`src/hw/mfio_pkg.sv`:
```
// Package: register map, reset values and field positions of the port block
package mfio_pkg;
  // Register indices (printed offsets are not all multiples of four)
  localparam logic [7:0] IDX_P1_LATCH = 8'h01;
  localparam logic [7:0] IDX_P2_LATCH = 8'h02;
  localparam logic [7:0] IDX_P3_LATCH = 8'h03;
  localparam logic [7:0] IDX_P4_LATCH = 8'h04;
  localparam logic [7:0] IDX_P1_DIR = 8'h09;
  localparam logic [7:0] IDX_P4_DRIVE = 8'h0a;
  localparam logic [7:0] IDX_P2_PIN = 8'h0c;
  localparam logic [7:0] IDX_P3_PIN = 8'h0d;
  localparam logic [7:0] IDX_P4_PIN = 8'h0e;
  localparam logic [7:0] IDX_IRQ_STATUS = 8'h10;
  localparam logic [7:0] IDX_IRQ_MASK = 8'h11;
  localparam logic [7:0] IDX_MODE = 8'h12;
  // Reset values
  localparam logic [7:0] RST_P1_LATCH = 8'h00;
  localparam logic [7:0] RST_P1_DIR = 8'h00;
  localparam logic [2:0] RST_P2_LATCH = 3'h7;
  localparam logic [7:0] RST_P3_LATCH = 8'hff;
  localparam logic [7:0] RST_P4_LATCH = 8'hff;
  localparam logic [7:0] RST_P4_DRIVE = 8'h00;
  localparam logic [1:0] RST_IRQ_MASK = 2'h0;
  localparam logic [1:0] RST_MODE = 2'h0;
  // Field positions
  localparam int MODE_DUAL_CLK_BIT = 0;
  localparam int MODE_STOP_BIT = 1;
  localparam int IRQ_STOP_FALL_BIT = 0;
  localparam int IRQ_P4_CHANGE_BIT = 1;
  localparam int P2_STOP_PIN = 0;
  localparam int P2_XTAL_IN_PIN = 1;
  localparam int P2_XTAL_OUT_PIN = 2;
  localparam int P2_WIDTH = 3;
  localparam int IRQ_WIDTH = 2;
  localparam int SYNC_STAGES = 3;
endpackage

```
`src/hw/mfio_ports.sv`:
```
// Top: parallel ports 1 to 4 with APB register access and pin interrupt
//
// Added by the designer: the APB slave port.
`timescale 1ns/100ps
// What this block does
// - Port one bits individually input or output
// - Port one direction and latch reset zero
// - Port one read: latch if output, else pin
// - Read-modify-write may overwrite input latch bits
// - Input pins ignore latch, direction zero
// - Port two three pins, latch resets ones
// - Dual-clock mode gives pins to crystal
// - Pin zero falling edge always sets latch
// - Port two upper read bits undefined
// - Ports two-four: latch read and pin read
// - Stop mode floats pin zero regardless enable
// - Port three eight pins, latch resets ones
// - Port four latch ones, drive type zeros
// - Drive bit: zero open-drain, one push-pull
// - Serial output on port four keeps latch
module mfio_ports
  import mfio_pkg::*;
#(
  parameter int P1_WIDTH = 8,
  parameter int P4_WIDTH = 8
) (
  input wire logic i_clk,
  input wire logic i_rst_n,
  input wire logic psel,
  input wire logic penable,
  input wire logic pwrite,
  input wire logic [11:0] paddr,
  input wire logic [31:0] pwdata,
  input wire logic [3:0] pstrb,
  output logic [31:0] prdata,
  output logic pready,
  output logic pslverr,
  input wire logic i_global_output_enable,
  input wire logic [P1_WIDTH-1:0] i_p1_pin,
  input wire logic [P1_WIDTH-1:0] i_p1_periph_out,
  output logic [P1_WIDTH-1:0] o_p1_pin,
  output logic [P1_WIDTH-1:0] o_p1_pin_oe_n,
  input wire logic [P2_WIDTH-1:0] i_p2_pin,
  output logic [P2_WIDTH-1:0] o_p2_pin,
  output logic [P2_WIDTH-1:0] o_p2_pin_oe_n,
  input wire logic [7:0] i_p3_pin,
  output logic [7:0] o_p3_pin,
  output logic [7:0] o_p3_pin_oe_n,
  input wire logic [P4_WIDTH-1:0] i_p4_pin,
  input wire logic [P4_WIDTH-1:0] i_p4_periph_out,
  output logic [P4_WIDTH-1:0] o_p4_pin,
  output logic [P4_WIDTH-1:0] o_p4_pin_oe_n,
  output logic [P1_WIDTH-1:0] o_p1_input,
  output logic [P4_WIDTH-1:0] o_p4_input,
  output logic o_stop_release,
  output logic o_dual_clock_mode,
  output logic o_irq
);
  if (P1_WIDTH < 1 || P1_WIDTH > 8) begin : g_bad_p1_width
    $error("mfio_ports: P1_WIDTH must be 1..8");
  end
  if (P4_WIDTH < 1 || P4_WIDTH > 8) begin : g_bad_p4_width
    $error("mfio_ports: P4_WIDTH must be 1..8");
  end

  // ---------------------------------------------------------------
  // Registers and synchronised pins
  // ---------------------------------------------------------------
  logic [P1_WIDTH-1:0] port1_output_latch;
  logic [P1_WIDTH-1:0] port1_direction_control;
  logic [P2_WIDTH-1:0] port2_output_latch;
  logic [7:0] port3_output_latch;
  logic [P4_WIDTH-1:0] port4_output_latch;
  logic [P4_WIDTH-1:0] port4_drive_type;
  logic [IRQ_WIDTH-1:0] irq_status;
  logic [IRQ_WIDTH-1:0] irq_mask;
  logic [1:0] mode;
  logic [P1_WIDTH-1:0] p1_sync;
  logic [P2_WIDTH-1:0] port2_pin_input;
  logic [7:0] port3_pin_input;
  logic [P4_WIDTH-1:0] port4_pin_input;
  logic stop_pin_prev;
  logic [P4_WIDTH-1:0] p4_prev;

  mfio_sync #(.WIDTH(P1_WIDTH), .INIT('0)) u_sync_p1 (
    .i_clk(i_clk), .i_rst_n(i_rst_n), .i_async(i_p1_pin), .o_level(p1_sync));
  mfio_sync #(.WIDTH(P2_WIDTH), .INIT('1)) u_sync_p2 (
    .i_clk(i_clk), .i_rst_n(i_rst_n), .i_async(i_p2_pin), .o_level(port2_pin_input));
  mfio_sync #(.WIDTH(8), .INIT('1)) u_sync_p3 (
    .i_clk(i_clk), .i_rst_n(i_rst_n), .i_async(i_p3_pin), .o_level(port3_pin_input));
  mfio_sync #(.WIDTH(P4_WIDTH), .INIT('1)) u_sync_p4 (
    .i_clk(i_clk), .i_rst_n(i_rst_n), .i_async(i_p4_pin), .o_level(port4_pin_input));

  // ---------------------------------------------------------------
  // APB decode
  // ---------------------------------------------------------------
  function automatic logic is_reg(input logic [11:0] addr, input logic [7:0] idx);
    return (addr[11:2] == {2'h0, idx}) && (addr[1:0] == 2'h0);
  endfunction

  logic wr_acc;
  logic rd_acc;
  logic known;
  assign wr_acc = psel && penable && pwrite && pready;
  assign rd_acc = psel && !penable && !pwrite;
  assign known = is_reg(paddr, IDX_P1_LATCH) || is_reg(paddr, IDX_P2_LATCH) ||
                 is_reg(paddr, IDX_P3_LATCH) || is_reg(paddr, IDX_P4_LATCH) ||
                 is_reg(paddr, IDX_P1_DIR) || is_reg(paddr, IDX_P4_DRIVE) ||
                 is_reg(paddr, IDX_P2_PIN) || is_reg(paddr, IDX_P3_PIN) ||
                 is_reg(paddr, IDX_P4_PIN) || is_reg(paddr, IDX_IRQ_STATUS) ||
                 is_reg(paddr, IDX_IRQ_MASK) || is_reg(paddr, IDX_MODE);

  logic wr_en;
  assign wr_en = wr_acc && known && pstrb[0];

  // Slave answers one cycle after setup: pready registered high for the access
  always_ff @(posedge i_clk or negedge i_rst_n) begin
    if (!i_rst_n) begin
      pready <= 1'b0;
      pslverr <= 1'b0;
    end else begin
      pready <= psel && !penable;
      pslverr <= psel && !penable && !known;
    end
  end

  // ---------------------------------------------------------------
  // Read data
  // ---------------------------------------------------------------
  logic [31:0] next_prdata;
  always_comb begin
    next_prdata = 32'h0;
    if (is_reg(paddr, IDX_P1_LATCH)) begin
      // Outputs read the latch, inputs read the pin
      next_prdata[P1_WIDTH-1:0] = (port1_direction_control & port1_output_latch) |
                                  (~port1_direction_control & p1_sync);
    end else if (is_reg(paddr, IDX_P2_LATCH)) begin
      // Bits 7..3 are undefined; zero is chosen
      next_prdata[P2_WIDTH-1:0] = port2_output_latch;
    end else if (is_reg(paddr, IDX_P2_PIN)) begin
      next_prdata[P2_WIDTH-1:0] = port2_pin_input;
    end else if (is_reg(paddr, IDX_P3_LATCH)) begin
      next_prdata[7:0] = port3_output_latch;
    end else if (is_reg(paddr, IDX_P3_PIN)) begin
      next_prdata[7:0] = port3_pin_input;
    end else if (is_reg(paddr, IDX_P4_LATCH)) begin
      next_prdata[P4_WIDTH-1:0] = port4_output_latch;
    end else if (is_reg(paddr, IDX_P4_PIN)) begin
      next_prdata[P4_WIDTH-1:0] = port4_pin_input;
    end else if (is_reg(paddr, IDX_P1_DIR)) begin
      next_prdata[P1_WIDTH-1:0] = port1_direction_control;
    end else if (is_reg(paddr, IDX_P4_DRIVE)) begin
      next_prdata[P4_WIDTH-1:0] = port4_drive_type;
    end else if (is_reg(paddr, IDX_IRQ_STATUS)) begin
      next_prdata[IRQ_WIDTH-1:0] = irq_status;
    end else if (is_reg(paddr, IDX_IRQ_MASK)) begin
      next_prdata[IRQ_WIDTH-1:0] = irq_mask;
    end else if (is_reg(paddr, IDX_MODE)) begin
      next_prdata[1:0] = mode;
    end
  end

  always_ff @(posedge i_clk or negedge i_rst_n) begin
    if (!i_rst_n) begin
      prdata <= 32'h0;
    end else if (rd_acc) begin
      prdata <= next_prdata;
    end
  end

  // ---------------------------------------------------------------
  // Writable registers
  // ---------------------------------------------------------------
  always_ff @(posedge i_clk or negedge i_rst_n) begin
    if (!i_rst_n) begin
      port1_output_latch <= RST_P1_LATCH[P1_WIDTH-1:0];
      port1_direction_control <= RST_P1_DIR[P1_WIDTH-1:0];
    end else if (wr_en) begin
      if (is_reg(paddr, IDX_P1_LATCH)) port1_output_latch <= pwdata[P1_WIDTH-1:0];
      if (is_reg(paddr, IDX_P1_DIR)) port1_direction_control <= pwdata[P1_WIDTH-1:0];
    end
  end

  always_ff @(posedge i_clk or negedge i_rst_n) begin
    if (!i_rst_n) begin
      port2_output_latch <= RST_P2_LATCH;
      port3_output_latch <= RST_P3_LATCH;
    end else if (wr_en) begin
      if (is_reg(paddr, IDX_P2_LATCH)) port2_output_latch <= pwdata[P2_WIDTH-1:0];
      if (is_reg(paddr, IDX_P3_LATCH)) port3_output_latch <= pwdata[7:0];
    end
  end

  always_ff @(posedge i_clk or negedge i_rst_n) begin
    if (!i_rst_n) begin
      port4_output_latch <= RST_P4_LATCH[P4_WIDTH-1:0];
      port4_drive_type <= RST_P4_DRIVE[P4_WIDTH-1:0];
    end else if (wr_en) begin
      if (is_reg(paddr, IDX_P4_LATCH)) port4_output_latch <= pwdata[P4_WIDTH-1:0];
      if (is_reg(paddr, IDX_P4_DRIVE)) port4_drive_type <= pwdata[P4_WIDTH-1:0];
    end
  end

  always_ff @(posedge i_clk or negedge i_rst_n) begin
    if (!i_rst_n) begin
      mode <= RST_MODE;
      irq_mask <= RST_IRQ_MASK;
    end else if (wr_en) begin
      if (is_reg(paddr, IDX_MODE)) mode <= pwdata[1:0];
      if (is_reg(paddr, IDX_IRQ_MASK)) irq_mask <= pwdata[IRQ_WIDTH-1:0];
    end
  end

  // ---------------------------------------------------------------
  // Interrupt events
  // ---------------------------------------------------------------
  logic [IRQ_WIDTH-1:0] event_set;
  logic [IRQ_WIDTH-1:0] clr_bits;
  assign event_set[IRQ_STOP_FALL_BIT] = stop_pin_prev && !port2_pin_input[P2_STOP_PIN];
  assign event_set[IRQ_P4_CHANGE_BIT] = |(p4_prev ^ port4_pin_input);
  assign clr_bits = (wr_en && is_reg(paddr, IDX_IRQ_STATUS)) ?
                    pwdata[IRQ_WIDTH-1:0] : '0;

  always_ff @(posedge i_clk or negedge i_rst_n) begin
    if (!i_rst_n) begin
      stop_pin_prev <= 1'b1;
      p4_prev <= '1;
    end else begin
      stop_pin_prev <= port2_pin_input[P2_STOP_PIN];
      p4_prev <= port4_pin_input;
    end
  end

  // Falling edge is seen on the pin even when the latch drives it; set beats clear
  always_ff @(posedge i_clk or negedge i_rst_n) begin
    if (!i_rst_n) begin
      irq_status <= '0;
    end else begin
      irq_status <= (irq_status & ~clr_bits) | event_set;
    end
  end

  always_ff @(posedge i_clk or negedge i_rst_n) begin
    if (!i_rst_n) begin
      o_irq <= 1'b0;
    end else begin
      o_irq <= |(((irq_status & ~clr_bits) | event_set) & irq_mask);
    end
  end

  // ---------------------------------------------------------------
  // Pin drivers (oe_n low = driving)
  // ---------------------------------------------------------------
  logic dual_clk;
  logic stop_mode;
  assign dual_clk = mode[MODE_DUAL_CLK_BIT];
  assign stop_mode = mode[MODE_STOP_BIT];

  logic [P1_WIDTH-1:0] p1_level;
  logic [P4_WIDTH-1:0] p4_level;
  assign p1_level = port1_output_latch & i_p1_periph_out;
  assign p4_level = port4_output_latch & i_p4_periph_out;

  always_ff @(posedge i_clk or negedge i_rst_n) begin
    if (!i_rst_n) begin
      o_p1_pin <= '0;
      o_p1_pin_oe_n <= '1;
    end else begin
      o_p1_pin <= p1_level;
      // Input bits float, so the latch has no effect there
      o_p1_pin_oe_n <= ~(port1_direction_control & {P1_WIDTH{i_global_output_enable}});
    end
  end

  // Port two, three: open drain low only; latch 1 releases the pin for input use
  always_ff @(posedge i_clk or negedge i_rst_n) begin
    if (!i_rst_n) begin
      o_p2_pin <= '0;
      o_p2_pin_oe_n <= '1;
      o_p3_pin <= '0;
      o_p3_pin_oe_n <= '1;
    end else begin
      o_p2_pin <= '0;
      o_p2_pin_oe_n <= port2_output_latch | {P2_WIDTH{!i_global_output_enable}};
      if (dual_clk) begin
        o_p2_pin_oe_n[P2_XTAL_OUT_PIN] <= 1'b1;
        o_p2_pin_oe_n[P2_XTAL_IN_PIN] <= 1'b1;
      end
      if (stop_mode) o_p2_pin_oe_n[P2_STOP_PIN] <= 1'b1;
      o_p3_pin <= '0;
      o_p3_pin_oe_n <= port3_output_latch | {8{!i_global_output_enable}};
    end
  end

  // Drive 0 while global output enable is on; drive 1 only when push-pull
  always_ff @(posedge i_clk or negedge i_rst_n) begin
    if (!i_rst_n) begin
      o_p4_pin <= '0;
      o_p4_pin_oe_n <= '1;
    end else begin
      o_p4_pin <= p4_level;
      o_p4_pin_oe_n <= ~((~p4_level | port4_drive_type) &
                         {P4_WIDTH{i_global_output_enable}});
    end
  end

  always_ff @(posedge i_clk or negedge i_rst_n) begin
    if (!i_rst_n) begin
      o_p1_input <= '0;
      o_p4_input <= '1;
      o_stop_release <= 1'b1;
      o_dual_clock_mode <= 1'b0;
    end else begin
      o_p1_input <= p1_sync;
      o_p4_input <= port4_pin_input;
      o_stop_release <= port2_pin_input[P2_STOP_PIN];
      o_dual_clock_mode <= dual_clk;
    end
  end

  // ---------------------------------------------------------------
  // Checks
  // ---------------------------------------------------------------
  chk_p1_reset_zero: assert property (@(posedge i_clk) $rose(i_rst_n) |->
    port1_direction_control == '0 && port1_output_latch == '0)
    else $error("port one not cleared at reset");
  chk_p1_input_float: assert property (@(posedge i_clk) disable iff (!i_rst_n)
    !port1_direction_control[0] |=> o_p1_pin_oe_n[0])
    else $error("port one input bit driven");
  chk_p1_read_mix: assert property (@(posedge i_clk) disable iff (!i_rst_n)
    rd_acc && is_reg(paddr, IDX_P1_LATCH) |=>
    prdata[P1_WIDTH-1:0] == (($past(port1_direction_control) & $past(port1_output_latch)) |
    (~$past(port1_direction_control) & $past(p1_sync))))
    else $error("port one readback wrong");
  chk_p2_upper_zero: assert property (@(posedge i_clk) disable iff (!i_rst_n)
    rd_acc && is_reg(paddr, IDX_P2_PIN) |=> prdata[7:3] == 5'h0)
    else $error("port two upper bits nonzero");
  chk_stop_pin_fall: assert property (@(posedge i_clk) disable iff (!i_rst_n)
    $fell(port2_pin_input[P2_STOP_PIN]) |=> irq_status[IRQ_STOP_FALL_BIT])
    else $error("pin zero fall not latched");
  chk_stop_float: assert property (@(posedge i_clk) disable iff (!i_rst_n)
    stop_mode |=> o_p2_pin_oe_n[P2_STOP_PIN])
    else $error("pin zero driven in stop");
  chk_xtal_float: assert property (@(posedge i_clk) disable iff (!i_rst_n)
    dual_clk |=> o_p2_pin_oe_n[P2_XTAL_IN_PIN] && o_p2_pin_oe_n[P2_XTAL_OUT_PIN])
    else $error("crystal pins driven");
  chk_p4_open_drain: assert property (@(posedge i_clk) disable iff (!i_rst_n)
    !port4_drive_type[0] && p4_level[0] |=> o_p4_pin_oe_n[0])
    else $error("open drain drove high");
  chk_p4_shared_and: assert property (@(posedge i_clk) disable iff (!i_rst_n)
    1'b1 |=> o_p4_pin == ($past(port4_output_latch) & $past(i_p4_periph_out)))
    else $error("port four level not latch AND periph");
  chk_latch_reset_one: assert property (@(posedge i_clk) $rose(i_rst_n) |->
    port3_output_latch == 8'hff && port2_output_latch == 3'h7 && port4_drive_type == '0)
    else $error("latch reset values wrong");
endmodule

```
`src/hw/mfio_sync.sv`:
```
// Three-stage pin synchroniser with second/third agreement filter
`timescale 1ns/100ps
module mfio_sync #(
  parameter int WIDTH = 8,
  parameter logic [WIDTH-1:0] INIT = '0
) (
  input wire logic i_clk,
  input wire logic i_rst_n,
  input wire logic [WIDTH-1:0] i_async,
  output logic [WIDTH-1:0] o_level
);
  logic [WIDTH-1:0] stage1;
  logic [WIDTH-1:0] stage2;
  logic [WIDTH-1:0] stage3;

  if (WIDTH < 1) begin : g_bad_width
    $error("mfio_sync: WIDTH must be positive");
  end

  always_ff @(posedge i_clk or negedge i_rst_n) begin
    if (!i_rst_n) begin
      stage1 <= INIT;
      stage2 <= INIT;
      stage3 <= INIT;
    end else begin
      stage1 <= i_async;
      stage2 <= stage1;
      stage3 <= stage2;
    end
  end

  // Per bit: only a level seen twice in a row is accepted
  logic [WIDTH-1:0] next_level;
  genvar g;
  generate
    for (g = 0; g < WIDTH; g++) begin : g_bit
      assign next_level[g] = (stage2[g] == stage3[g]) ? stage3[g] : o_level[g];
    end
  endgenerate

  always_ff @(posedge i_clk or negedge i_rst_n) begin
    if (!i_rst_n) begin
      o_level <= INIT;
    end else begin
      o_level <= next_level;
    end
  end
endmodule

```
`config.mk`:
```
export PLATFORM = sky130hd
export DESIGN_NAME = mfio_ports
export DESIGN_NICKNAME = d
export VERILOG_FILES = /design/src/hw/mfio_pkg.sv /design/src/hw/mfio_ports.sv /design/src/hw/mfio_sync.sv
export SDC_FILE = /design/constraint.sdc
export NUM_CORES = 1
export LEC_CHECK = 0
export CAP_MARGIN = 20
export CELL_PAD_IN_SITES_DETAIL_PLACEMENT = 1
export CELL_PAD_IN_SITES_GLOBAL_PLACEMENT = 1
export CORE_MARGIN = 5
export CORE_UTILIZATION = 51
export CTS_CLUSTER_SIZE = 28
export DETAILED_ROUTE_END_ITERATION = 12
export DONT_BUFFER_PORTS = 1
export PLACE_DENSITY_LB_ADDON = 0.1
export SETUP_SLACK_MARGIN = 0.5
export SLEW_MARGIN = 10
export SYNTH_ARGS = -nofsm -noshare
export SYNTH_HDL_FRONTEND = slang
export SYNTH_SLANG_ARGS = --single-unit
```
`constraint.sdc`:
```
create_clock -name i_clk -period 2.5 [get_ports i_clk]
set_input_delay 0.625 -clock i_clk [delete_from_list [all_inputs] [get_ports i_clk]]
set_output_delay 0.625 -clock i_clk [all_outputs]
set_load 0.02 [all_outputs]
```
# --- After elaboration in Yosys (flattened, before gate mapping) ---
# Index checks and enable logic that the tools add are counted.
# Widths: inputs -> output; s select.
classes:
  n_lt_le_gt_ge: 0
  n_reduce_logical: 49
  eq_ne: 39
  multipliers: 0
  div: 0
  n_shift: 0
  n_mux: 18
  n_addsub: 0
  n_bitwise: 19
ops:
  columns: ["cell", "count"]
  rows:
  - ["$eq 10x4->1 const B", 5]
  - ["$and 8x8->8", 6]
  - ["$mux 8", 6]
  - ["$not 8->8", 4]
  - ["$eq 10x5->1 const B", 3]
  - ["$eq 1x1->1", 27]
  - ["$or 8x8->8", 3]
  - ["$logic_and 1x1->1", 22]
  - ["$eq 10x2->1 const B", 2]
  - ["$reduce_and 2->1", 8]
  - ["$mux 2", 6]
  - ["$logic_or 1x1->1", 11]
  - ["$eq 10x1->1 const B", 1]
  - ["$eq 10x3->1 const B", 1]
  - ["$mux 5", 2]
  - ["$reduce_or 8->1", 1]
  - ["$xor 8x8->8", 1]
  - ["$mux 3", 2]
  - ["$mux 6", 1]
  - ["$logic_not 1->1", 5]
  - ["$and 2x2->2", 2]
  - ["$or 3x3->3", 1]
  - ["$logic_not 2->1", 1]
  - ["$not 2->2", 1]
  - ["3 further kinds", 3]
totals:
  wordCells: 187
  latch_bits: 0
  romBits: 0
  input_bits: 97
  mem_count: 0
  ramBits: 0
  regBits: 229
  output_inout_bits: 107

# --- Depth between registers and ports, before layout ---
# Gate-level depths: netlist of run 1.
logic_depth:
  ltp_word: 22
  ltp_mapped: 7
  ltp_nobuf: 5

# --- By module ---
# Synthesis of run 1 repeated with hierarchy kept, for this count alone.
unflattened:
  hier_cells: 588
  hier_area_um2: 8570.7
modules_own_cells:
  columns: ["module", "cells_per_inst", "seq_area_each_um2", "area_per_inst_um2", "n_inst"]
  rows:
  - ["mfio_ports", 453, 3096.7, 5469.0, 1]
  - ["mfio_sync (u_sync_p3 ...)", 40, 840.8, 930.9, 2]
  - ["mfio_sync (u_sync_p1)", 40, 800.8, 890.9, 1]
  - ["mfio_sync (u_sync_p2)", 15, 315.3, 349.1, 1]

# --- Worst setup path before layout of run 1 ---
# OpenSTA, ideal clock, no wires.
synth_timing:
  path_kind: "input to register"
  from: "input paddr[1]"
  to: "register port1_output_latch[0]"
  setup_time_ns: 0.125
  t_arrival_ns: 2.193
  setup_slack_ns: 0.182
  cell_stages: 5
  n_path_buf: 0
  required_time_ns: 2.375
  cell_sequence: "or4_1 -> nor2_4 -> nand3_1 -> nor2_4 -> mux2_2"
synth_between:
  elab_chain_len: 16
  elab_cells_between_ends: 27
  classes_between: "27 x reduce/logical"
synth_rtl:
  columns: ["element", "line", "rtl"]
  rows:
  - ["start: declaration", "mfio_ports.sv:32", "input wire logic [11:0] paddr,"]
  - ["$logic_not 2->1 *", "mfio_ports.sv:98", "return (addr[11:2] == {2'h0, idx}) && (addr[1:0] == 2'h0);"]
  - ["$logic_and 1x1->1", "mfio_ports.sv:98", null]
  - ["$logic_or 1x1->1 (2 in a row)", "mfio_ports.sv:106", "assign known = is_reg(paddr, IDX_P1_LATCH) || is_reg(paddr, IDX_P2_LATCH) ||"]
  - ["$logic_or 1x1->1 (2 in a row)", "mfio_ports.sv:107", "is_reg(paddr, IDX_P3_LATCH) || is_reg(paddr, IDX_P4_LATCH) ||"]
  - ["$logic_or 1x1->1 (2 in a row)", "mfio_ports.sv:108", "is_reg(paddr, IDX_P1_DIR) || is_reg(paddr, IDX_P4_DRIVE) ||"]
  - ["$logic_or 1x1->1 (2 in a row)", "mfio_ports.sv:109", "is_reg(paddr, IDX_P2_PIN) || is_reg(paddr, IDX_P3_PIN) ||"]
  - ["$logic_or 1x1->1 (2 in a row)", "mfio_ports.sv:110", "is_reg(paddr, IDX_P4_PIN) || is_reg(paddr, IDX_IRQ_STATUS) ||"]
  - ["$logic_or 1x1->1", "mfio_ports.sv:111", "is_reg(paddr, IDX_IRQ_MASK) || is_reg(paddr, IDX_MODE);"]
  - ["$logic_and 1x1->1 (2 in a row)", "mfio_ports.sv:114", "assign wr_en = wr_acc && known && pstrb[0];"]
  - ["$reduce_and 2->1 (no source line) *", null, null]
  - ["end signal: assignment", "mfio_ports.sv:176", "port1_output_latch <= RST_P1_LATCH[P1_WIDTH-1:0];"]
  - ["end signal: assignment", "mfio_ports.sv:179", "if (is_reg(paddr, IDX_P1_LATCH)) port1_output_latch <= pwdata[P1_WIDTH-1:0];"]
  - ["end: declaration", "mfio_ports.sv:69", "logic [P1_WIDTH-1:0] port1_output_latch;"]
# Mark *: on every way between the ends. The rest lies on a longest branch, timed or not.
# A chain may end at the register's enable or synchronous reset.

# --- Worst setup path after layout of run 1 ---
layout_timing:
  from: "input paddr[11]"
  to: "register irq_mask[1]"
layout_between:
  elab_chain_len: 16
  elab_cells_between_ends: 38
  classes_between: "12 x eq/ne; 26 x reduce/logical"
layout_rtl:
  columns: ["element", "line", "rtl"]
  rows:
  - ["$eq 10x1->1 or $eq 10x2->1 (tied branches)", "mfio_ports.sv:98", null]
  - ["$logic_and 1x1->1", "mfio_ports.sv:98", null]
  - ["$logic_or 1x1->1 (2 in a row)", "mfio_ports.sv:106", null]
  - ["$logic_or 1x1->1 (2 in a row)", "mfio_ports.sv:107", null]
  - ["$logic_or 1x1->1 (2 in a row)", "mfio_ports.sv:108", null]
  - ["$logic_or 1x1->1 (2 in a row)", "mfio_ports.sv:109", null]
  - ["$logic_or 1x1->1 (2 in a row)", "mfio_ports.sv:110", null]
  - ["$logic_or 1x1->1", "mfio_ports.sv:111", null]
  - ["$logic_and 1x1->1 (2 in a row)", "mfio_ports.sv:114", null]
  - ["$reduce_and 2->1 (no source line) *", null, null]
  - ["end signal: assignment", "mfio_ports.sv:210", "if (is_reg(paddr, IDX_IRQ_MASK)) irq_mask <= pwdata[IRQ_WIDTH-1:0];"]
  - ["end: declaration", "mfio_ports.sv:76", "logic [IRQ_WIDTH-1:0] irq_mask;"]
# Marked as above.

==> results of run 1 <==
cell type report:
cell class,instances,area (um^2),area share
clock buffer,39,771,0.0790
clock inverter,5,30.0,0.00308
inverter,13,48.8,0.00500
multi-input combinational,330,2550,0.262
sequential,229,5890,0.605
tap,220,275,0.0282
timing repair buffer,22,178,0.0182
through the flow:
stage	hold slack, ns	utilization
2_1_floorplan	0.329	-
3_3_place_gp	0.334	0.541
3_5_place_dp	0.335	0.541
4_1_cts	-0.209	0.590
5_1_grt	-0.217	0.590
6_report	-0.188	0.590
repair_timing:
item | in CTS | in global routing
resized for setup | 0 | 1
hold endpoints to repair | 229 | 161
setup endpoints to repair | 0 | 6
cells in the final DEF (no fill, tap or decap), types with 3 or more instances in the layout:
cell / Yosys / routed
nand4_1: 9 / 9
clkbuf_16: 0 / 27
dfrtp_1: 98 / 98
nor2b_1: 4 / 4
nand2_1: 30 / 30
clkbuf_1: 13 / 7
mux2i_1: 7 / 7
nor2_1: 13 / 11
nor2_4: 3 / 3
a31oi_1: 9 / 9
and2_1: 9 / 9
and3_1: 6 / 6
a21oi_1: 14 / 14
o2bb2ai_1: 3 / 3
nor3b_1: 3 / 3
mux2_4: 8 / 24
o22ai_1: 3 / 3
clkbuf_8: 0 / 5
nor3_1: 7 / 7
inv_1: 13 / 13
clkinv_2: 0 / 3
nor4_4: 5 / 6
nor4_1: 3 / 3
o21ai_0: 22 / 20
o211ai_1: 4 / 4
xnor2_1: 9 / 9
maj3_1: 27 / 27
nand2b_1: 12 / 12
and3b_1: 3 / 3
or3b_2: 4 / 4
conb_1: 1 / 35
buf_4: 35 / 21
nand3_1: 5 / 3
dfstp_2: 131 / 131
mux2_2: 40 / 24
logic make-up (layout without fill, tap and decap cells):
group	count (synthesis)	after routing	synth area share
mux	55	55	0.0746
other cells	1	35	0.000437
compound gates	75	75	0.0568
buf+inv	63	79	0.0431
fa+ha+maj	27	27	0.0315
flops	229	229	0.686
xor+xnor	9	9	0.00918
simple gates	129	129	0.0980
layer usage:
metal,share of wire,wire (um)
met5,0.00062,13
met4,0.020,410
met3,0.080,1670
met2,0.49,10200
met1,0.41,8640
worst max-delay path, delay by kind of cell:
kind             cells  cell delay, ns
AND/OR/NAND/NOR      4            1.36
multiplexers         1            0.32
worst max-delay path by stage:
stage | endpoint | cells past startpoint | start | slack (ns)
final | irq_mask[1] | 5 | paddr[11] | 0.58
after global routing | o_irq | 5 | paddr[11] | 0.54
after CTS | port1_direction_control[0] | 4 | pready | 0.50
after detailed placement | irq_mask[0] | 5 | paddr[11] | 0.09
after global placement | mode[0] | 5 | paddr[11] | 0.14
after floorplan | port1_output_latch[0] | 5 | paddr[1] | 0.25
where the power goes:
| group | switching, mW | internal [mW] |
|---|---|---|
| Sequential | 0.217 | 3.97 |
| Combinational | 0.154 | 0.110 |
| Clock | 1.41 | 2.11 |
==> results.md, run 1 <==
* Status: finished with violations
* Failing checks: negative hold slack
* Layout cell share with drive strength beyond 1 at 0.409
* Worst hold margin at -0.188 ns
* CTS tree: done
* Final wirelength at 20.9 mm
* Post-Syn Area at around 8600 um^2
* Max FO, Critical Path at 5
* Hold WC Path Type: in2async
* Critical path class: in2reg
* Vias/cell at around 5.6
* Clock Root Buffer: clkbuf_16
* GR Util met3 at 0.0573
* GRT Util Overall at 0.213
* Yosys reg bits at 229
* Most common cell in the synthesized netlist: dfstp_2
* Starting Density at 0.520
* Port Buffers at 0
* Gr busiest metal: met2
* Worst Path Required at roughly 2.9 ns
* Area after DPL at ~9000 um^2
* Yosys cell types at 59
* Place WS at 0.0906 ns
* Design Power at 7.98 mW
* Seq/Total Area, Yosys at 0.686
* GP Congestion at 0.899
* Post-Syn Area per Cell at roughly 15 um^2
* Yosys warnings at 0
* Max Cap Violations at 0
* Worst reg2reg path startpoint: pready
* Die Span X at 140 um
* Post-synth ARST share at 1.00
* R2r setup slk at 0.63 ns
* First-pass DRT Iterations at 4
* Die area at 19500 um^2
* Post-Layout Cell Count at 858
* Number of global-route vias before repair at 5500
* Dpl cells at 814
* I/O pins at 204
* Clk sink count at 229
* Leak pwr at 4.08 nW
* Nets@finish at 717
* RR Endpoint: port1_direction_control[0]
* Type of origin of the critical path: input pin
* Postcts setup bufs at 0
* Slew Limit Fails at 0
* Final period util at 0.769
* Std-Cell Rows at 47
* Clk pin slew, worst setup/hold paths at roughly 0.060 ns
* Routed length per instance at 24.4 um
* Post-synth EDFFs at 0
* Post-synth top area share at 0.401
* Biggest area consumer among synthesized cells: dfstp_2
* Post-route DRC at 0
* Maximum vdd drop at 0.000700 V
* CP cell instances: or4_4 -> nor4_4 -> nand2_1 -> nor2_2 -> mux2_4
* Ys flop type: dfstp_2
* DP HPWL at about 14 mm
* Power density cells at 818 nW/um^2
* Inserted Clock Buffers at 24
* Initial antenna violation count at 1
* Syn Inst Count at between 500 and 600
* Htree depth at 1
* Setup violators final at 0
* Total gr overflow at 0
* CP Capture Type: register
* RSZ-0062 raised after global routing: no
* Final Hold Viols at 138
* Routing usage on met1 at 0.281
* Worst clock skew at just under 0.009 ns
* Final antenna-violating net count at 0
* First-pass GRT wire length at 32.6 mm
* Rel. slew slack at 0.567
* GR Util met2 at 0.351
* Worst Tran Pin Value at 0.649 ns
* Drt initial violations at a little over 200
* Clk_lat worst skew at around 0.5 ns
* Crit path max-delay cell type: or4_4
* Fmax at 520 MHz
* Die Y at around 140 um
* Fin area at 9750 um^2
* Top cells by count, synth: dfstp_2, dfrtp_1, mux2_2, buf_4, nand2_1
* Diodes inserted at 0
* Most area-consuming cells after synthesis: dfstp_2, dfrtp_1, mux2_2
* Post-Route Setup TNS at 0 ns
* Max incr delay on CP at approximately 0.56 ns
* Final WS setup at 0.577 ns
* FF-to-FF path depth at 4
* Period minus WS final at 1.92 ns
* Core Area at 16500 um^2
* Pin count of the biggest net entering global routing at 230
* Total number of vias at around 4800
* Fill count at 1602
* CTS Buffer Depth at 3
* Area Growth Syn to Fin at 13.5%
* CP arrival at 2.32 ns
(Power assumes the default switching activity.)
==> run 2: changes to the inputs <==
Settings changed: CORE_UTILIZATION 51 to 46.
Clock period 2.5 ns to 1.6 ns, I/O delays scaled along.
==> run 2 against run 1 <==
The flow still finishes with violations (negative hold slack). Die area is 10% higher. Worst hold slack worse by 0.22 ns. Critical path depth is 4 lower. Final cell count is 12% higher. Global-route usage is 1.4 points lower. First-iteration DRC count is 6.4% lower. Clock skew is 0.0068 ns higher. Critical path type is now reg2out. Largest cell class unchanged. Largest power group unchanged.
==> results.md, run 2 (synthesis results as in run 1) <==
* Slew Limit Fails at 0
* Final WS setup at 0.00266 ns
* Crit path max-delay cell type: dfstp_2
* Max incr delay on CP at 0.57 ns
* Die Y at around 150 um
* GRT Util Overall at 0.199
* Post-route DRC at 0
* Dpl cells at 872
* CP Capture Type: output port
* Final Hold Viols at 192
* Max Cap Violations at 0
* Drt initial violations at 189
* Critical path class: reg2out
* Period minus WS final at roughly 1.6 ns
* Leak pwr at 4.56 nW
* Worst Path Required at between 1 and 1.5 ns
* Worst hold margin at -0.404 ns
* Final antenna-violating net count at 0
* Power density cells at approximately 1100 nW/um^2
* Starting Density at 0.464
* Clk pin slew, worst setup/hold paths at 0.06 ns
* Die area at 21500 um^2
* Clk sink count at 229
* I/O pins at 204
* Setup violators final at 0
* Initial antenna violation count at 0
* Fmax at 626 MHz
* Failing checks: negative hold slack
* Area Growth Syn to Fin at 27.2%
* Hold WC Path Type: in2async
* Vias/cell at 5.24
* GP Congestion at 0.858
* Type of origin of the critical path: register
* Max FO, Critical Path at 2
* Nets@finish at 804
* Status: finished with violations
* P_int at 9.78 mW
* Clk_lat worst skew at 0.51 ns
* Routed length per instance at around 22 um
* Power share of the sequential group at 0.517
* Layout cell share with drive strength beyond 1 at 0.513
* Die Span X at between 100 and 150 um
* Post-CTS Hold Fix Bufs at 29
* First-pass GRT wire length at approximately 34 mm
* CP arrival at 1.20 ns
* Total gr overflow at 0
* Most frequent cells in the layout: dfstp_2, dfrtp_1, mux2_4, buf_4, conb_1
* Worst Tran Pin Value at 0.568 ns
* Maximum vdd drop at 0.000745 V
* Commonest non-fill, non-tap cell in the layout: dfstp_2
* Clock Root Buffer: clkbuf_16
* Post-Layout Cell Count at 959
* NetSw at 2.76 mW
* Place WS at -0.500 ns
* Diodes inserted at 0
* Rel. slew slack at 0.621
* Inserted Clock Buffers at 24
* CTS Buffer Depth at 3
* Bufs and invs on worst path at 1
* Std-Cell Rows at 50
* RSZ-0062 raised after global routing: yes
* Worst path top cell family by delay: flip-flops
* Post-Route Setup TNS at 0 ns
* Number of global-route vias before repair at 5689
* Final period util at 0.998
* Port Buffers at 0
* DP HPWL at 14.9 mm
* Final wirelength at roughly 21 mm
* First-pass DRT Iterations at 4
* Total number of vias at just over 5000
* Switch share at 0.220
* Core Area at 18500 um^2
* CP cell instances: buf_6
* Pin count of the biggest net entering global routing at 230
* Worst clock skew at 0.0155 ns
* Clk pwr share at 0.425
* CTS tree: done
* Gate power share at 0.058
* Htree depth at 1
run 2: cell types whose count changed in the layout (fill, tap and decap cells not counted), sizes merged:
| cell | previous run | this run |
|---|---|---|
| clkinvlp | 0 | 2 |
| inv | 14 | 13 |
| bufinv | 0 | 1 |
| buf | 22 | 80 |
| clkbuf | 39 | 37 |
| dlygate4sd3 | 0 | 28 |
| clkinv | 4 | 5 |
run 2: cell type report:
cell class,instances,area [um^2]
clock buffers,36,707
clock inverters,8,70.1
fillers,1739,7590
inverters,13,48.8
multi-input cells,330,2820
flip-flops and latches,229,5930
well taps,234,293
repair buffers,109,1060
run 2: worst paths after layout:
check,cells past startpoint,start,slack [ns],end
worst max-delay path,1,o_p4_input[5],0.003,o_p4_input[5]
worst min-delay path,0,i_rst_n,-0.40,o_p4_pin[0]
worst max register to register,5,pready,0.07,port4_output_latch[3]
worst min register to register,0,u_sync_p1.stage1[3],0.34,u_sync_p1.stage2[3]
max in group asynchronous,0,i_rst_n,1.51,o_p1_pin[4]
min in group i_clk,2,i_p4_periph_out[3],0.02,o_p4_pin[3]
run 2: repair_timing:
item                                    4_1_cts  5_1_grt
resized for setup                            82       26
endpoints found under the setup margin      131      155
endpoints found under the hold margin       281      229
gates cloned                                  0        0
buffers inserted                             11        3
pin swaps                                    30       14
run 2: per-stage QoR:
| stage | power, mW | util | area, um^2 | hold slack, ns |
|---|---|---|---|---|
| after floorplan | 6.97 | - | 8910 | 0.104 |
| after global placement | 7.11 | 0.508 | 9400 | 0.115 |
| after detailed placement | 7.13 | 0.508 | 9400 | 0.114 |
| after CTS | 12.7 | 0.585 | 10800 | -0.422 |
| after global routing | 13.1 | 0.590 | 10900 | -0.441 |
| final | 12.5 | 0.590 | 10900 | -0.404 |
run 2: power by group through the flow:
stage	logic, mW	clock network (mW)	registers [mW]
floorplan	0.428	0	6.54
detailed placement	0.571	0	6.56
global placement	0.557	0	6.55
finish	0.728	5.33	6.48
global route	0.783	5.83	6.51
CTS	0.718	5.49	6.49
run 2: layer usage:
metal  vias up  share of wire  GRT usage
met5         -              0          0
li1       2247              -          -
met2       157           0.50      0.336
met3        23          0.084     0.0531
met4         0          0.013     0.0456
met1      2600           0.40      0.259
==> run 3: changes to the inputs <==
==> constraint.sdc (replaced) <==
create_clock -name i_clk -period 1.6 [get_ports i_clk]
set_input_delay 0 -clock i_clk [delete_from_list [all_inputs] [get_ports i_clk]]
set_output_delay 0 -clock i_clk [all_outputs]
set_load 0.02 [all_outputs]
==> run 3 against run 2 <==
Global-route usage is 0.80 points higher. Routed wire length is 5.6% higher. Die area stayed put. Combinational power is 16% higher. Sequential power hardly changed. Critical path depth is 3 higher. Sequential share of layout area is 1.4 points lower. The run still ends with negative hold slack left.
==> results.md, run 3 (synthesis results as in run 1) <==
* CTS Buffer Depth at 3
* Hold WC Path Type: in2async
* P_int at 10.0 mW
* Final Hold Viols at 254
* Max Cap Violations at 0
* Rel. slew slack at 0.610
* Place WS at -0.149 ns
* Port Buffers at 0
* Htree depth at 1
* Maximum vdd drop at 0.000850 V
* Total number of vias at 5210
* Most frequent cells in the layout: dfstp_2, dfrtp_1, dlygate4sd3_1, buf_4, conb_1
* Crit path max-delay cell type: nor4_4
* Design Power at 12.9 mW
* Status: finished with violations
* First-pass GRT wire length at 34.7 mm
* Max FO, Critical Path at 6
* Worst Path Required at 2.00 ns
* First-pass DRT Iterations at 4
* Diodes inserted at 0
* NetSw at around 2.9 mW
* Die Span X at 147 um
* CP arrival at 1.94 ns
* Clock Root Buffer: clkbuf_16
* Number of global-route vias before repair at slightly below 6000
* Pin count of the biggest net entering global routing at 230
* Worst clock skew at roughly 0.0090 ns
* I/O pins at between 200 and 250
* Final WS setup at 0.0540 ns
* Initial antenna violation count at 0
* Final period util at 0.966
* Nets@finish at approximately 830
* Type of origin of the critical path: register
* Post-route DRC at 0
* Inserted Clock Buffers at 24
* Post-Layout Cell Count at 987
* Clk pwr share at 0.433
* CP cell instances: nand3_4 -> nor4_4 -> buf_6 -> mux2_4
* Slew Limit Fails at 0
* RSZ-0062 raised after global routing: yes
* Power share of the sequential group at 0.502
* Starting Density at 0.464
* Failing checks: negative hold slack
* Final antenna-violating net count at 0
* Period minus WS final at about 1.5 ns
* Clk_lat worst skew at 0.52 ns
* Fill count at 1758
* Leak pwr at 4.72 nW
* Max incr delay on CP at 0.39 ns
* Dpl cells at 858
* Core Area at between 15000 and 20000 um^2
* Fmax at 647 MHz
* CP Capture Type: register
* Std-Cell Rows at 50
* Worst hold margin at -0.826 ns
* Layout cell share with drive strength beyond 1 at 0.444
* Clk sink count at 229
* Critical path class: reg2reg
* Commonest non-fill, non-tap cell in the layout: dfstp_2
* Die area at 21500 um^2
* Switch share at 0.222
* GRT Util Overall at 0.207
* Worst Tran Pin Value at approximately 0.58 ns
* FF-to-FF path depth at 4
* Routed length per instance at 22.7 um
* Power density cells at approximately 1200 nW/um^2
* Final wirelength at 22.5 mm
* Gate power share at 0.066
* Setup violators final at 0
* Total gr overflow at 0
* CTS tree: done
* Die Y at 147 um
* Drt initial violations at between 200 and 250
* Clk pin slew, worst setup/hold paths at 0.06 ns
* Area Growth Syn to Fin at 29.9%
* DP HPWL at between 10 and 15 mm
* Vias/cell at 5.28
* GP Congestion at 0.897
[run 3: path summary, 6_finish.rpt]
path	from	endpoint	slack [ns]
setup / recovery	pready	port1_direction_control[0]	0.05
hold / removal	i_rst_n	u_sync_p1.stage3[2]	-0.83
setup reg to reg	pready	port1_direction_control[0]	0.05
hold reg to reg	u_sync_p1.stage1[0]	u_sync_p1.stage2[0]	0.35
max in group asynchronous	i_rst_n	u_sync_p2.stage2[2]	2.08
min in group i_clk	paddr[4]	prdata[2]	-0.21
[run 3: power by group through the flow]
stage          Clock [mW]  Combinational, mW  Sequential [mW]
3_5_place_dp            0              0.545             6.57
4_1_cts              5.75              0.810             6.49
3_3_place_gp            0              0.534             6.56
6_report             5.59              0.847             6.48
5_1_grt              6.06              0.907             6.51
2_1_floorplan           0              0.427             6.54
[run 3: critical path: cells and delay by family, from the launching register on]
family                 cells  cell delay [ns]
AND/OR/NAND/NOR            2             0.52
flip-flops                 1             0.38
multiplexers               1             0.31
buffers and inverters      1             0.21
[run 3: timing repair]
item                       4_1_cts  5_1_grt
pin swaps                       24       15
buffers inserted                10        4
setup endpoints to repair       97       99
hold endpoints to repair       359      255
hold buffers                    72        1
gates resized for setup         39       28
[run 3: cell type report]
cell class,instances,area [um^2],area share
Tap cell,234,293,0.0262
Clock inverter,4,83.8,0.00752
Inverter,13,48.8,0.00437
Sequential cell,229,5900,0.529
Timing Repair Buffer,138,1320,0.118
Multi-Input combinational cell,330,2790,0.250
Clock buffer,39,727,0.0652
[run 3: per-layer routing]
layer | GRT usage | wire length [um] | up-vias
li1 | - | - | 2294
met3 | 0.0431 | 1380 | 33
met1 | 0.275 | 9390 | 2732
met2 | 0.351 | 11200 | 151
met4 | 0.0475 | 466 | 0
met5 | 0 | 0 | -
[run 3: through the flow]
| stage | TNS [ns] | hold WS [ns] | util | area (um^2) |
|---|---|---|---|---|
| 6_report | 0 | -0.826 | 0.602 | 11200 |
| 5_1_grt | 0 | -0.855 | 0.602 | 11200 |
| 4_1_cts | 0 | -0.844 | 0.594 | 11000 |
| 3_5_place_dp | -1.23 | -0.290 | 0.497 | 9200 |
| 3_3_place_gp | -0.937 | -0.288 | 0.497 | 9200 |
| 2_1_floorplan | -0.179 | -0.296 | - | 8860 |
